### src/core/system_bridge_pkg.sv
// Constants, field layouts and types shared by the system bridge.
package system_bridge_pkg;

    ////////////////////////////////////////////////////////////////////////////////
    // Register indices (printed offsets) and byte addresses on the register bus.
    localparam logic [19:0] REG_IDX_BRIDGE_CFG  = 20'h40000;
    localparam logic [19:0] REG_IDX_SELECT0_CFG = 20'h40002;
    localparam logic [19:0] REG_IDX_SELECT1_CFG = 20'h40004;
    localparam logic [19:0] REG_IDX_SELECT2_CFG = 20'h40006;
    localparam logic [19:0] REG_IDX_SELECT3_CFG = 20'h40008;
    localparam logic [19:0] REG_IDX_SELECT4_CFG = 20'h4000A;
    localparam logic [31:0] REG_ADDR_BRIDGE_CFG  = {10'h000, REG_IDX_BRIDGE_CFG, 2'b00};
    localparam logic [31:0] REG_ADDR_SELECT0_CFG = {10'h000, REG_IDX_SELECT0_CFG, 2'b00};
    localparam logic [31:0] REG_ADDR_SELECT1_CFG = {10'h000, REG_IDX_SELECT1_CFG, 2'b00};
    localparam logic [31:0] REG_ADDR_SELECT2_CFG = {10'h000, REG_IDX_SELECT2_CFG, 2'b00};
    localparam logic [31:0] REG_ADDR_SELECT3_CFG = {10'h000, REG_IDX_SELECT3_CFG, 2'b00};
    localparam logic [31:0] REG_ADDR_SELECT4_CFG = {10'h000, REG_IDX_SELECT4_CFG, 2'b00};

    ////////////////////////////////////////////////////////////////////////////////
    // Reset values and field positions.
    localparam logic [15:0] BRIDGE_CFG_RESET     = 16'h0002;
    localparam logic [8:0]  SELECT0_CFG_RESET    = 9'h005;
    localparam logic [8:0]  SELECTN_CFG_RESET    = 9'h00E;
    localparam int          LANE_POLARITY_BIT    = 15;
    localparam int          SELECT_CFG_WIDTH     = 9;
    localparam int          SELECT_COUNT         = 5;
    localparam int          CFG_WAIT_LSB         = 0;
    localparam int          CFG_WAIT_WIDTH       = 4;
    localparam int          CFG_BYTE_WIDE_BIT    = 4;
    localparam int          CFG_IO_SELECT_BIT    = 8;

    ////////////////////////////////////////////////////////////////////////////////
    // Processor address map.
    localparam logic [3:0]  EXT_REGION           = 4'h1;
    localparam int          EXT_SELECT_LSB       = 22;
    localparam logic [7:0]  IPB_REGION           = 8'h20;
    localparam int          IPB_NARROW_BIT       = 16;

    ////////////////////////////////////////////////////////////////////////////////
    // Access sizes and types.
    localparam logic [1:0]  SIZE_BYTE            = 2'h0;
    localparam logic [1:0]  SIZE_HALF            = 2'h1;
    localparam logic [1:0]  SIZE_WORD            = 2'h2;

    typedef struct packed {
        logic [31:0] addr;
        logic        we;
        logic [1:0]  size;
        logic [31:0] wdata;
    } proc_req_t;

    typedef enum logic [5:0] {
        ST_IDLE   = 6'b000001,
        ST_SETUP  = 6'b000010,
        ST_STROBE = 6'b000100,
        ST_IPB    = 6'b001000,
        ST_HOLD   = 6'b010000,
        ST_DONE   = 6'b100000
    } state_t;

endpackage

### src/core/system_bridge.sv
// System bridge: processor to internal peripheral bus and external expansion bus.
`timescale 1ns/1ps
module system_bridge
(
    // Clock and reset.
    input  wire logic                          clk,
    input  wire logic                          srst,
    // Processor access port.
    input  wire logic                          proc_req,
    input  wire system_bridge_pkg::proc_req_t  proc_cmd,
    output logic                               proc_ack,
    output logic [31:0]                        proc_rdata,
    // Register bus, classic Wishbone slave.
    input  wire logic                          wb_cyc_i,
    input  wire logic                          wb_stb_i,
    input  wire logic                          wb_we_i,
    input  wire logic [31:0]                   wb_adr_i,
    input  wire logic [3:0]                    wb_sel_i,
    input  wire logic [31:0]                   wb_dat_i,
    output logic [31:0]                        wb_dat_o,
    output logic                               wb_ack_o,
    // Internal peripheral bus.
    output logic                               ipb_stb,
    output logic                               ipb_we,
    output logic                               ipb_wide,
    output logic [15:0]                        ipb_addr,
    output logic [15:0]                        ipb_wdata,
    output logic [1:0]                         ipb_sel,
    input  wire logic [15:0]                   ipb_rdata,
    input  wire logic                          ipb_ack,
    // External expansion bus.
    output logic [21:0]                        ext_addr,
    output logic [15:0]                        ext_data_out,
    input  wire logic [15:0]                   ext_data_in,
    output logic                               ext_data_oe_n,
    output logic                               read_n,
    output logic                               write_n,
    output logic                               flash_select_n,
    output logic                               ram_select_n,
    output logic [1:0]                         byte_lane_selects,
    // Shared select pins and the general-purpose values they replace.
    output logic [2:0]                         shared_select_out,
    output logic [2:0]                         shared_select_oe_n,
    input  wire logic [2:0]                    gpio_d_out,
    input  wire logic [2:0]                    gpio_d_oe_n
);

    ////////////////////////////////////////////////////////////////////////////////
    // Declarations.
    system_bridge_pkg::state_t    state_reg;
    system_bridge_pkg::state_t    state_next;
    system_bridge_pkg::proc_req_t cmd_reg;
    logic [15:0] bridge_cfg_reg;
    logic [8:0]  select_cfg_reg [system_bridge_pkg::SELECT_COUNT];
    logic [31:0] cur_reg;
    logic [1:0]  beats_left_reg;
    logic [3:0]  wait_cnt_reg;
    logic [3:0]  wait_cfg_reg;
    logic        unit16_reg;
    logic        is_ext_reg;
    logic [2:0]  select_idx_reg;
    logic [4:0]  select_act_n_reg;
    logic [1:0]  lane_act_reg;
    logic [31:0] rdata_reg;
    logic [2:0]  req_select;
    logic        req_ext_hit;
    logic        req_ipb_hit;
    logic [8:0]  req_cfg;
    logic        req_unit16;
    logic [31:0] req_start;
    logic [1:0]  req_beats;
    logic        capture;
    logic [15:0] capture_data;
    logic        enter_beat;
    logic [1:0]  beat_lanes;
    logic [15:0] beat_wdata;
    logic        wb_req;
    logic        wb_wr;
    system_bridge_pkg::proc_req_t nxt_cmd;
    logic [31:0] nxt_cur;
    logic        nxt_unit16;
    logic        nxt_ext;
    logic [2:0]  nxt_select;

    ////////////////////////////////////////////////////////////////////////////////
    // Request decode.
    always_comb
    begin
        req_select  = proc_cmd.addr[system_bridge_pkg::EXT_SELECT_LSB +: 3];
        req_ext_hit = (proc_cmd.addr[31:28] == system_bridge_pkg::EXT_REGION)
                      && (proc_cmd.addr[27:25] == 3'h0)
                      && (req_select < 3'h5);
        req_ipb_hit = (proc_cmd.addr[31:24] == system_bridge_pkg::IPB_REGION);
        req_cfg     = select_cfg_reg[0];
        if (req_ext_hit)
        begin
            req_cfg = select_cfg_reg[req_select];
        end
        if (req_ext_hit)
        begin
            req_unit16 = !req_cfg[system_bridge_pkg::CFG_BYTE_WIDE_BIT];
        end
        else
        begin
            req_unit16 = !proc_cmd.addr[system_bridge_pkg::IPB_NARROW_BIT];
        end
        case (proc_cmd.size)
            system_bridge_pkg::SIZE_WORD: req_start = {proc_cmd.addr[31:2], 2'b00};
            system_bridge_pkg::SIZE_HALF: req_start = {proc_cmd.addr[31:1], 1'b0};
            default:                      req_start = proc_cmd.addr;
        endcase
        case (proc_cmd.size)
            system_bridge_pkg::SIZE_WORD: req_beats = req_unit16 ? 2'd1 : 2'd3;
            system_bridge_pkg::SIZE_HALF: req_beats = req_unit16 ? 2'd0 : 2'd1;
            default:                      req_beats = 2'd0;
        endcase
    end

    ////////////////////////////////////////////////////////////////////////////////
    // Access sequencer.
    always_comb
    begin
        state_next = state_reg;
        case (state_reg)
            system_bridge_pkg::ST_IDLE:
            begin
                if (proc_req && req_ext_hit)
                begin
                    state_next = system_bridge_pkg::ST_SETUP;
                end
                else if (proc_req && req_ipb_hit)
                begin
                    state_next = system_bridge_pkg::ST_IPB;
                end
                else if (proc_req)
                begin
                    state_next = system_bridge_pkg::ST_DONE;
                end
            end
            system_bridge_pkg::ST_SETUP:
            begin
                state_next = system_bridge_pkg::ST_STROBE;
            end
            system_bridge_pkg::ST_STROBE:
            begin
                if (wait_cnt_reg == 4'h0)
                begin
                    state_next = system_bridge_pkg::ST_HOLD;
                end
            end
            system_bridge_pkg::ST_IPB:
            begin
                if (ipb_ack)
                begin
                    state_next = system_bridge_pkg::ST_HOLD;
                end
            end
            system_bridge_pkg::ST_HOLD:
            begin
                if (beats_left_reg != 2'd0)
                begin
                    state_next = is_ext_reg ? system_bridge_pkg::ST_SETUP
                                            : system_bridge_pkg::ST_IPB;
                end
                else
                begin
                    state_next = system_bridge_pkg::ST_DONE;
                end
            end
            default:
            begin
                state_next = system_bridge_pkg::ST_IDLE;
            end
        endcase
    end

    always_ff @(posedge clk)
    begin
        if (srst)
        begin
            state_reg <= system_bridge_pkg::ST_IDLE;
        end
        else
        begin
            state_reg <= state_next;
        end
    end

    always_ff @(posedge clk)
    begin
        if (srst)
        begin
            cmd_reg        <= '0;
            cur_reg        <= 32'h0000_0000;
            beats_left_reg <= 2'd0;
            unit16_reg     <= 1'b1;
            is_ext_reg     <= 1'b0;
            select_idx_reg <= 3'h0;
            wait_cfg_reg   <= 4'h0;
            wait_cnt_reg   <= 4'h0;
        end
        else if (state_reg == system_bridge_pkg::ST_IDLE && proc_req)
        begin
            cmd_reg        <= proc_cmd;
            cur_reg        <= req_start;
            beats_left_reg <= req_beats;
            unit16_reg     <= req_unit16;
            is_ext_reg     <= req_ext_hit;
            select_idx_reg <= req_select;
            wait_cfg_reg   <= req_cfg[system_bridge_pkg::CFG_WAIT_LSB +:
                                      system_bridge_pkg::CFG_WAIT_WIDTH];
        end
        else if (state_reg == system_bridge_pkg::ST_SETUP)
        begin
            wait_cnt_reg <= wait_cfg_reg;
        end
        else if (state_reg == system_bridge_pkg::ST_STROBE && wait_cnt_reg != 4'h0)
        begin
            wait_cnt_reg <= wait_cnt_reg - 4'h1;
        end
        else if (state_reg == system_bridge_pkg::ST_HOLD && beats_left_reg != 2'd0)
        begin
            cur_reg        <= cur_reg + (unit16_reg ? 32'd2 : 32'd1);
            beats_left_reg <= beats_left_reg - 2'd1;
        end
    end

    ////////////////////////////////////////////////////////////////////////////////
    // Beat formatting: values of the beat that starts at the coming edge.
    always_comb
    begin
        nxt_cmd    = cmd_reg;
        nxt_cur    = cur_reg;
        nxt_unit16 = unit16_reg;
        nxt_ext    = is_ext_reg;
        nxt_select = select_idx_reg;
        if (state_reg == system_bridge_pkg::ST_IDLE)
        begin
            nxt_cmd    = proc_cmd;
            nxt_cur    = req_start;
            nxt_unit16 = req_unit16;
            nxt_ext    = req_ext_hit;
            nxt_select = req_select;
        end
        else if (state_reg == system_bridge_pkg::ST_HOLD)
        begin
            nxt_cur = cur_reg + (unit16_reg ? 32'd2 : 32'd1);
        end
        if (!nxt_unit16)
        begin
            beat_lanes = 2'b01;
            beat_wdata = {8'h00, nxt_cmd.wdata[{nxt_cur[1:0], 3'b000} +: 8]};
        end
        else if (nxt_cmd.size == system_bridge_pkg::SIZE_BYTE)
        begin
            beat_lanes = nxt_cur[0] ? 2'b10 : 2'b01;
            beat_wdata = {2{nxt_cmd.wdata[{nxt_cur[1:0], 3'b000} +: 8]}};
        end
        else
        begin
            beat_lanes = 2'b11;
            beat_wdata = nxt_cmd.wdata[{nxt_cur[1], 4'h0} +: 16];
        end
    end

    assign enter_beat = (state_next == system_bridge_pkg::ST_SETUP
                         || state_next == system_bridge_pkg::ST_IPB)
                        && state_reg != system_bridge_pkg::ST_IPB;

    ////////////////////////////////////////////////////////////////////////////////
    // External expansion bus pins.
    always_ff @(posedge clk)
    begin
        if (srst)
        begin
            ext_addr      <= 22'h00_0000;
            ext_data_out  <= 16'h0000;
            ext_data_oe_n <= 1'b1;
            read_n        <= 1'b1;
            write_n       <= 1'b1;
            lane_act_reg  <= 2'b00;
        end
        else
        begin
            if (enter_beat && state_next == system_bridge_pkg::ST_SETUP)
            begin
                ext_addr     <= nxt_cur[21:0];
                ext_data_out <= beat_wdata;
                lane_act_reg <= beat_lanes;
            end
            else if (!is_ext_reg || state_next == system_bridge_pkg::ST_DONE)
            begin
                lane_act_reg <= 2'b00;
            end
            ext_data_oe_n <= !(nxt_cmd.we && nxt_ext
                               && (state_next == system_bridge_pkg::ST_SETUP
                                   || state_next == system_bridge_pkg::ST_STROBE
                                   || state_next == system_bridge_pkg::ST_HOLD));
            read_n  <= !(state_next == system_bridge_pkg::ST_STROBE && !cmd_reg.we);
            write_n <= !(state_next == system_bridge_pkg::ST_STROBE && cmd_reg.we);
        end
    end

    always_ff @(posedge clk)
    begin
        if (srst)
        begin
            select_act_n_reg <= 5'h1F;
        end
        else
        begin
            select_act_n_reg <= 5'h1F;
            if (nxt_ext && (state_next == system_bridge_pkg::ST_SETUP
                               || state_next == system_bridge_pkg::ST_STROBE
                               || state_next == system_bridge_pkg::ST_HOLD))
            begin
                select_act_n_reg[nxt_select] <= 1'b0;
            end
        end
    end

    // Selects 0 and 1 own their pins; 2 to 4 share with general-purpose lines.
    assign flash_select_n = select_act_n_reg[0];
    assign ram_select_n   = select_act_n_reg[1];
    always_comb
    begin
        for (int i = 0; i < 3; i++)
        begin
            if (select_cfg_reg[i + 2][system_bridge_pkg::CFG_IO_SELECT_BIT])
            begin
                shared_select_out[i]  = select_act_n_reg[i + 2];
                shared_select_oe_n[i] = 1'b0;
            end
            else
            begin
                shared_select_out[i]  = gpio_d_out[i];
                shared_select_oe_n[i] = gpio_d_oe_n[i];
            end
        end
    end

    assign byte_lane_selects = bridge_cfg_reg[system_bridge_pkg::LANE_POLARITY_BIT]
                               ? lane_act_reg : ~lane_act_reg;

    ////////////////////////////////////////////////////////////////////////////////
    // Internal peripheral bus; its lines change only for internal accesses.
    always_ff @(posedge clk)
    begin
        if (srst)
        begin
            ipb_stb   <= 1'b0;
            ipb_we    <= 1'b0;
            ipb_wide  <= 1'b1;
            ipb_addr  <= 16'h0000;
            ipb_wdata <= 16'h0000;
            ipb_sel   <= 2'b00;
        end
        else
        begin
            ipb_stb <= (state_next == system_bridge_pkg::ST_IPB);
            if (enter_beat && state_next == system_bridge_pkg::ST_IPB)
            begin
                ipb_we    <= nxt_cmd.we;
                ipb_wide  <= nxt_unit16;
                ipb_addr  <= nxt_cur[15:0];
                ipb_wdata <= beat_wdata;
                ipb_sel   <= beat_lanes;
            end
        end
    end

    ////////////////////////////////////////////////////////////////////////////////
    // Read data assembly.
    assign capture = (state_reg == system_bridge_pkg::ST_STROBE && wait_cnt_reg == 4'h0)
                     || (state_reg == system_bridge_pkg::ST_IPB && ipb_ack);
    assign capture_data = is_ext_reg ? ext_data_in : ipb_rdata;

    always_ff @(posedge clk)
    begin
        if (srst)
        begin
            rdata_reg <= 32'h0000_0000;
        end
        else if (state_reg == system_bridge_pkg::ST_IDLE && proc_req)
        begin
            rdata_reg <= 32'h0000_0000;
        end
        else if (capture && !cmd_reg.we)
        begin
            if (!unit16_reg)
            begin
                rdata_reg[{cur_reg[1:0], 3'b000} +: 8] <= capture_data[7:0];
            end
            else if (cmd_reg.size == system_bridge_pkg::SIZE_BYTE)
            begin
                rdata_reg[{cur_reg[1:0], 3'b000} +: 8] <= cur_reg[0] ? capture_data[15:8]
                                                                     : capture_data[7:0];
            end
            else
            begin
                rdata_reg[{cur_reg[1], 4'h0} +: 16] <= capture_data;
            end
        end
    end

    assign proc_rdata = rdata_reg;
    assign proc_ack   = (state_reg == system_bridge_pkg::ST_DONE);

    ////////////////////////////////////////////////////////////////////////////////
    // Configuration registers on the register bus.
    assign wb_req = wb_cyc_i && wb_stb_i && !wb_ack_o;
    assign wb_wr  = wb_cyc_i && wb_stb_i && wb_ack_o && wb_we_i;

    always_ff @(posedge clk)
    begin
        if (srst)
        begin
            bridge_cfg_reg <= system_bridge_pkg::BRIDGE_CFG_RESET;
        end
        else if (wb_wr && wb_adr_i[31:2] == system_bridge_pkg::REG_ADDR_BRIDGE_CFG[31:2])
        begin
            if (wb_sel_i[0])
            begin
                bridge_cfg_reg[7:0] <= wb_dat_i[7:0];
            end
            if (wb_sel_i[1])
            begin
                bridge_cfg_reg[15:8] <= wb_dat_i[15:8];
            end
        end
    end

    always_ff @(posedge clk)
    begin
        if (srst)
        begin
            select_cfg_reg[0] <= system_bridge_pkg::SELECT0_CFG_RESET;
            for (int i = 1; i < system_bridge_pkg::SELECT_COUNT; i++)
            begin
                select_cfg_reg[i] <= system_bridge_pkg::SELECTN_CFG_RESET;
            end
        end
        else if (wb_wr)
        begin
            for (int i = 0; i < system_bridge_pkg::SELECT_COUNT; i++)
            begin
                if (wb_adr_i[31:2] == system_bridge_pkg::REG_ADDR_SELECT0_CFG[31:2]
                                      + 30'(2 * i))
                begin
                    if (wb_sel_i[0])
                    begin
                        select_cfg_reg[i][7:0] <= wb_dat_i[7:0];
                    end
                    if (wb_sel_i[1])
                    begin
                        select_cfg_reg[i][8] <= wb_dat_i[8];
                    end
                end
            end
        end
    end

    always_ff @(posedge clk)
    begin
        if (srst)
        begin
            wb_ack_o <= 1'b0;
            wb_dat_o <= 32'h0000_0000;
        end
        else
        begin
            wb_ack_o <= wb_req;
            if (wb_adr_i[31:2] == system_bridge_pkg::REG_ADDR_BRIDGE_CFG[31:2])
            begin
                wb_dat_o <= {16'h0000, bridge_cfg_reg};
            end
            else if (wb_adr_i[31:2] == system_bridge_pkg::REG_ADDR_SELECT0_CFG[31:2])
            begin
                wb_dat_o <= {23'h000000, select_cfg_reg[0]};
            end
            else if (wb_adr_i[31:2] == system_bridge_pkg::REG_ADDR_SELECT1_CFG[31:2])
            begin
                wb_dat_o <= {23'h000000, select_cfg_reg[1]};
            end
            else if (wb_adr_i[31:2] == system_bridge_pkg::REG_ADDR_SELECT2_CFG[31:2])
            begin
                wb_dat_o <= {23'h000000, select_cfg_reg[2]};
            end
            else if (wb_adr_i[31:2] == system_bridge_pkg::REG_ADDR_SELECT3_CFG[31:2])
            begin
                wb_dat_o <= {23'h000000, select_cfg_reg[3]};
            end
            else if (wb_adr_i[31:2] == system_bridge_pkg::REG_ADDR_SELECT4_CFG[31:2])
            begin
                wb_dat_o <= {23'h000000, select_cfg_reg[4]};
            end
            else
            begin
                wb_dat_o <= 32'h0000_0000;
            end
        end
    end

    // The processor clock has no path to any pin.

endmodule

### config.mk
export PLATFORM = sky130hd
export DESIGN_NAME = system_bridge
export DESIGN_NICKNAME = d
export VERILOG_FILES = /design/src/core/system_bridge_pkg.sv /design/src/core/system_bridge.sv
export SDC_FILE = /design/constraint.sdc
export NUM_CORES = 1
export LEC_CHECK = 0
export ABC_AREA = 1
export BUFFER_PORTS_ARGS = -buffer_cell sky130_fd_sc_hd__clkbuf_2
export CORE_MARGIN = 3
export CORE_UTILIZATION = 43
export DETAILED_ROUTE_END_ITERATION = 8
export PLACE_DENSITY_LB_ADDON = 0.08
export SETUP_SLACK_MARGIN = 0.5
export SLEW_MARGIN = 5
export SYNTH_ARGS = -nofsm -noshare
export SYNTH_HDL_FRONTEND = slang
export SYNTH_SLANG_ARGS = --single-unit
### constraint.sdc
create_clock -name clk -period 7.3 [get_ports clk]
set_input_delay 1.46 -clock clk [delete_from_list [all_inputs] [get_ports clk]]
set_output_delay 1.46 -clock clk [all_outputs]
set_load 0.005 [all_outputs]
# Yosys cells after proc, flatten, opt, wreduce, memory -nomap -nowiden
# Memories as Yosys holds them, arrays and structs flattened.
# Cells that the tools add are included.
# word_totals
elab_cells,251
out_inout_bits,154
ramBits,45
reg_bits,254
n_memories,1
# op_classes
shift,7
magnitude_cmp,3
n_reduce_logical,53
mux,114
n_eq_ne,24
addsub,5
n_bitwise,14
# memory_table
memory,depth,word_bits,rd,rd_ports_with_merged_regs,write_ports,line_no,source
select_cfg_reg,5,9,6,0,5,system_bridge.sv:54,logic [8:0] select_cfg_reg [system_bridge_pkg::SELECT_COUNT];
# op_table
op,count
$mux 32,6
$eq 30x19->1 const B,6
$bwmux 32,3
$mux 16,4
$shiftx 8x7->32,2
$mux 1,60
$mux 8,6
$mux 9,5
$mux 22,2
$mux 6,6
$mux 35,1
$add 32x2->32,1
$shift 16x7->32 const A,1
$shift 8x7->32 const A,1
$shiftx 16x7->32,1
$shiftx 32x6->16,1
$shiftx 32x6->8,1
$pmux 6 s5,1
$logic_and 1x1->1,24
$mux 2,12
$neg 5->7,2
$eq 6x2->1 const B,2
$eq 6x3->1 const B,2
$eq 6x4->1 const B,2
34 further kinds,68

# Longest topological paths before layout
# depth
word_depth,12
depth_mapped,15
mapped_depth_nobuf,14

# Worst setup path before layout
# No wires, ideal clock.
# synth_path
kind,in2reg
from,input wb_adr_i[17]
to,memory select_cfg_reg[2][0] (enable)
setup_ns,0.384
setup_slack_ns,3.843
arrival_ns,3.073
t_required_ns,6.916
cell_stages,10
path_cell_list,nor2_1 -> nand2_1 -> nor2_1 -> nand2_1 -> nor2_2 -> nand2_1 -> clkinv_1 -> nand2_1 -> clkbuf_1 -> o21ai_0
# synth_lines
item,line_no,source
start: declaration,system_bridge.sv:17,"input wire logic [31:0] wb_adr_i,"
end: declaration,system_bridge.sv:54,

==> impl_results.md <==
* Gate count of the mapped netlist at 2,061
* Reg-to-reg endpoint: beats_left_reg[0]$_SDFFE_PP0P_
* Global-route wire length before repair at 72,300 um
* Cell Int Power at roughly 0.0027 W
* Overflow after GRT at 0
* Most used cell, CP: sky130_fd_sc_hd__nand2_1
* Final number of max-transition violations at 0
* Number of warnings printed during yosys synthesis at 0
* Ranking of synthesized cells by instance count: 421 x sky130_fd_sc_hd__nand2_1, 296 x sky130_fd_sc_hd__inv_1, 228 x sky130_fd_sc_hd__dfxtp_1, 191 x sky130_fd_sc_hd__nor2_1, 190 x sky130_fd_sc_hd__nand3_1
* Final clock period utilization by the worst path at a little under three fifths
* Area leader, netlist: sky130_fd_sc_hd__dfxtp_1
* H-tree lvl count at 1
* Post-synthesis register bit count at 273
* Comb pwr share at 15.1%
* Share of power burned in the clock network at 42.0%
* Critical Path Max Stage Delay at 740 ps
* Series of cell instances along the critical path: clkbuf_2, nor2_1, nand2_1, nor2_1, nand2_1, nor2_2, nand2_1, clkinv_1, nand2_1, o21ai_0, buf_4
* EDFF count, synth at 45
* Clk slew on worst S/H paths at 60 ps
* Reported max-cap violation count at 0
* Slowest-stage cell, CP: sky130_fd_sc_hd__nor2_2
* Endpoint type of the worst setup path: register
* Hold Crit Endpoint: write_n$_SDFF_PP1_
* Setup TNS at 0 ps
* Flip-flop count of the largest register, all copies and words added at 45
* Switching share of power at 28.8%
* Setup slack at placement at 2510 ps
* Total number of vias at 14.3k
* Routed wire length at ~45,000 um
* Number of buffers added by the clock tree synthesis step at 31
* Data arrival at the endpoint of the critical path at 4370 ps
* CTS resizes at 0
* Die outline width at ~190 um
* Kind of start point of the critical path: primary input
* Start point of the worst min-delay path: cmd_reg[34]$_SDFFE_PP0P_
* Number of antenna violations at the first check in global routing at 5
* Post-layout total power at between 0.003 and 0.004 W
* Core Rows at 66
* Pin count of the biggest net entering global routing at 82
* Via count of the first global-routing pass at 13.8k
* Unrepaired setup endpoints after global routing: false
* Clock skew after layout at 14.1 ps
* Dominant register cell in the synthesized netlist: sky130_fd_sc_hd__dfxtp_1
* Share of cells above drive strength 1 at 18.3%
* Library cell with the highest instance count after synthesis: sky130_fd_sc_hd__nand2_1
* All-layer global routing usage at between 20% and 30%
* Die H at 190 um
* # DRC at 0
* Layout Area Growth over Synthesis at 18.2%
* Source-to-sink clock delay at the later pin of the worst-skew pair at 570 ps
* Average via count per standard cell at just over 5
* Slew at the pin with the worst max-slew slack at 976 ps
* Startpoint of the most critical register-to-register path: state_reg[2]$_SDFF_PP0_
* Die footprint at 35,900 um2
* GPL Wtd Cong at 0.876
* Fin crit period at 4080 ps
* Top-level port count at 334
* Required time at the worst-slack endpoint at 7590 ps
* Final worst slack at between 3000 and 4000 ps
* Post-synth top area share at 31.5%
* Floorplan core area at 32,900 um2
* Yosys cell types at 58
* DR WL/cell at around 16 um
* CTS root buffer: sky130_fd_sc_hd__clkbuf_16
* PwrDens at 219 nW/um2
* Post-synthesis instance area at ~14,000 um2
* Final Hold Viols at 0
* Pre-antenna DRT Iters at 5
* Peak VDD IR at 177 uV
* Number of setup buffers added after CTS at 0
* Psw at 0.00108 W
* CP Max Fanout at 23
* FFs w/ async S/R, synth at 0%
* Seq pwr share at a little over two fifths
* Category of the most critical setup path: in -> reg
* Drt first-iter violations at 898
* Clock tree sinks at 273
* Mean post-synth cell area at approximately 7 um2
* Worst hold path depth at 1
* TritonCTS clock tree: done
* Final setup violating endpoints at 0
* Number of port buffers at roughly 300
* Final layout net count at 2,493
* Leakage Power at 8.21 nW
* Largest buffer count on any clock path at 3
* Hold-fix buffer count after cts at 0
* Largest cells by area after synthesis: sky130_fd_sc_hd__dfxtp_1 32%, sky130_fd_sc_hd__nand2_1 11%, sky130_fd_sc_hd__edfxtp_1 9.3%
* R2R cell count at 9
* Achievable clock frequency at between 200 and 250 MHz
* Sequential area share after synthesis at about two fifths
* Detailed placement HPWL at 33,000 um
* Normalized max-slew margin at 34.9%
* Antenna Violating Nets Remaining at 0
* Starting utilization of the core area at 44.1%
* Status: completed
* Reg2reg setup slack at 3700 ps
* HP Class: reg -> reg
-- layout make-up --
class | count | area, um2
clock buffer | 40 | 916
tap | 442 | 553
antenna | 5 | 12.5
inverter | 311 | 1170
fill | 3344 | 15700
timing repair buffer | 309 | 1580
clock inverter | 17 | 121
sequential | 273 | 5920
multi-input combinational | 1376 | 6860
-- cell usage in the layout, fill, tap and decap left out, drive strengths merged, types with 4 or more instances in the layout --
master	n
xnor2	4
or2	11
o22ai	23
o211ai	31
o31ai	5
clkbuf	337
ha	10
o21bai	11
o221ai	10
buf	12
a32oi	4
edfxtp	45
a211oi	11
clkinv	16
nand3	194
nor3	31
diode	5
inv	308
a21oi	86
o21ai	199
a31oi	17
nor4	11
conb	16
nand3b	11
nand2	426
dfxtp	228
nand4	25
xor2	14
nor2	207
-- logic make-up (layout without fill, tap and decap cells) --
| group | Yosys count | count (layout) | share of synthesized area [%] |
|---|---|---|---|
| and+or+nand+nor | 918 | 918 | 28.2 |
| buffers and inverters | 427 | 677 | 12.3 |
| AOI/OAI and AO/OA | 409 | 409 | 16.3 |
| DFF | 273 | 273 | 40.8 |
| xor gates and xnor gates | 18 | 18 | 1.09 |
| adders and majority gates | 11 | 11 | 1.00 |
| muxes | 4 | 4 | 0.285 |
| other | 1 | 21 | 0.0259 |
-- worst max-delay path by stage --
| stage | from | endpoint | slack, ps | depth (start not counted) |
|---|---|---|---|---|
| 6_report | wb_adr_i[29] | select_cfg_reg[2][2]$_DFFE_PP_ | 3220 | 11 |
| 5_1_grt | wb_adr_i[25] | select_cfg_reg[2][2]$_DFFE_PP_ | 2760 | 11 |
| 4_1_cts | wb_adr_i[29] | select_cfg_reg[2][2]$_DFFE_PP_ | 3100 | 11 |
| 3_5_place_dp | wb_adr_i[29] | select_cfg_reg[2][2]$_DFFE_PP_ | 2510 | 11 |
| 3_3_place_gp | wb_adr_i[29] | select_cfg_reg[2][2]$_DFFE_PP_ | 2560 | 11 |
| 2_1_floorplan | wb_adr_i[17] | select_cfg_reg[2][0]$_DFFE_PP_ | 3840 | 10 |
-- routing by layer --
| metal | GRT usage, % | vias up | wire length [um] | part of all wire (%) |
|---|---|---|---|---|
| li1 | - | 7232 | - | - |
| met2 | 41.5 | 422 | 21500 | 47 |
| met1 | 31.8 | 6515 | 19600 | 43 |
| met5 | 0 | - | 0 | 0 |
| met3 | 4.96 | 81 | 3040 | 6.7 |
| met4 | 8.13 | 0 | 1250 | 2.8 |
-- critical path: cells and delay by family --
kind / cells / cell delay (ps)
and+or+nand+nor: 7 / 1680
buffers and inverters: 3 / 620
AOI/OAI and AO/OA: 1 / 590
-- power by group through the flow --
stage          clock network, W  registers (W)  logic, W
3_5_place_dp                  0        0.00164  0.000560
4_1_cts                 0.00160        0.00160  0.000563
6_report                0.00157        0.00160  0.000566
5_1_grt                 0.00167        0.00161  0.000638
2_1_floorplan                 0        0.00162  0.000406
3_3_place_gp                  0        0.00163  0.000552
-- metrics by stage --
step	util (%)	std cells	instance area [um2]	hold slack, ps
after global placement	48.9	2711	16100	394
after CTS	52.1	2768	17100	416
after detailed placement	48.9	2711	16100	401
after floorplan	-	2076	14500	378
after global routing	52.1	2773	17100	427
final	52.1	2773	17100	412
Power figures use the tool's default switching activity.
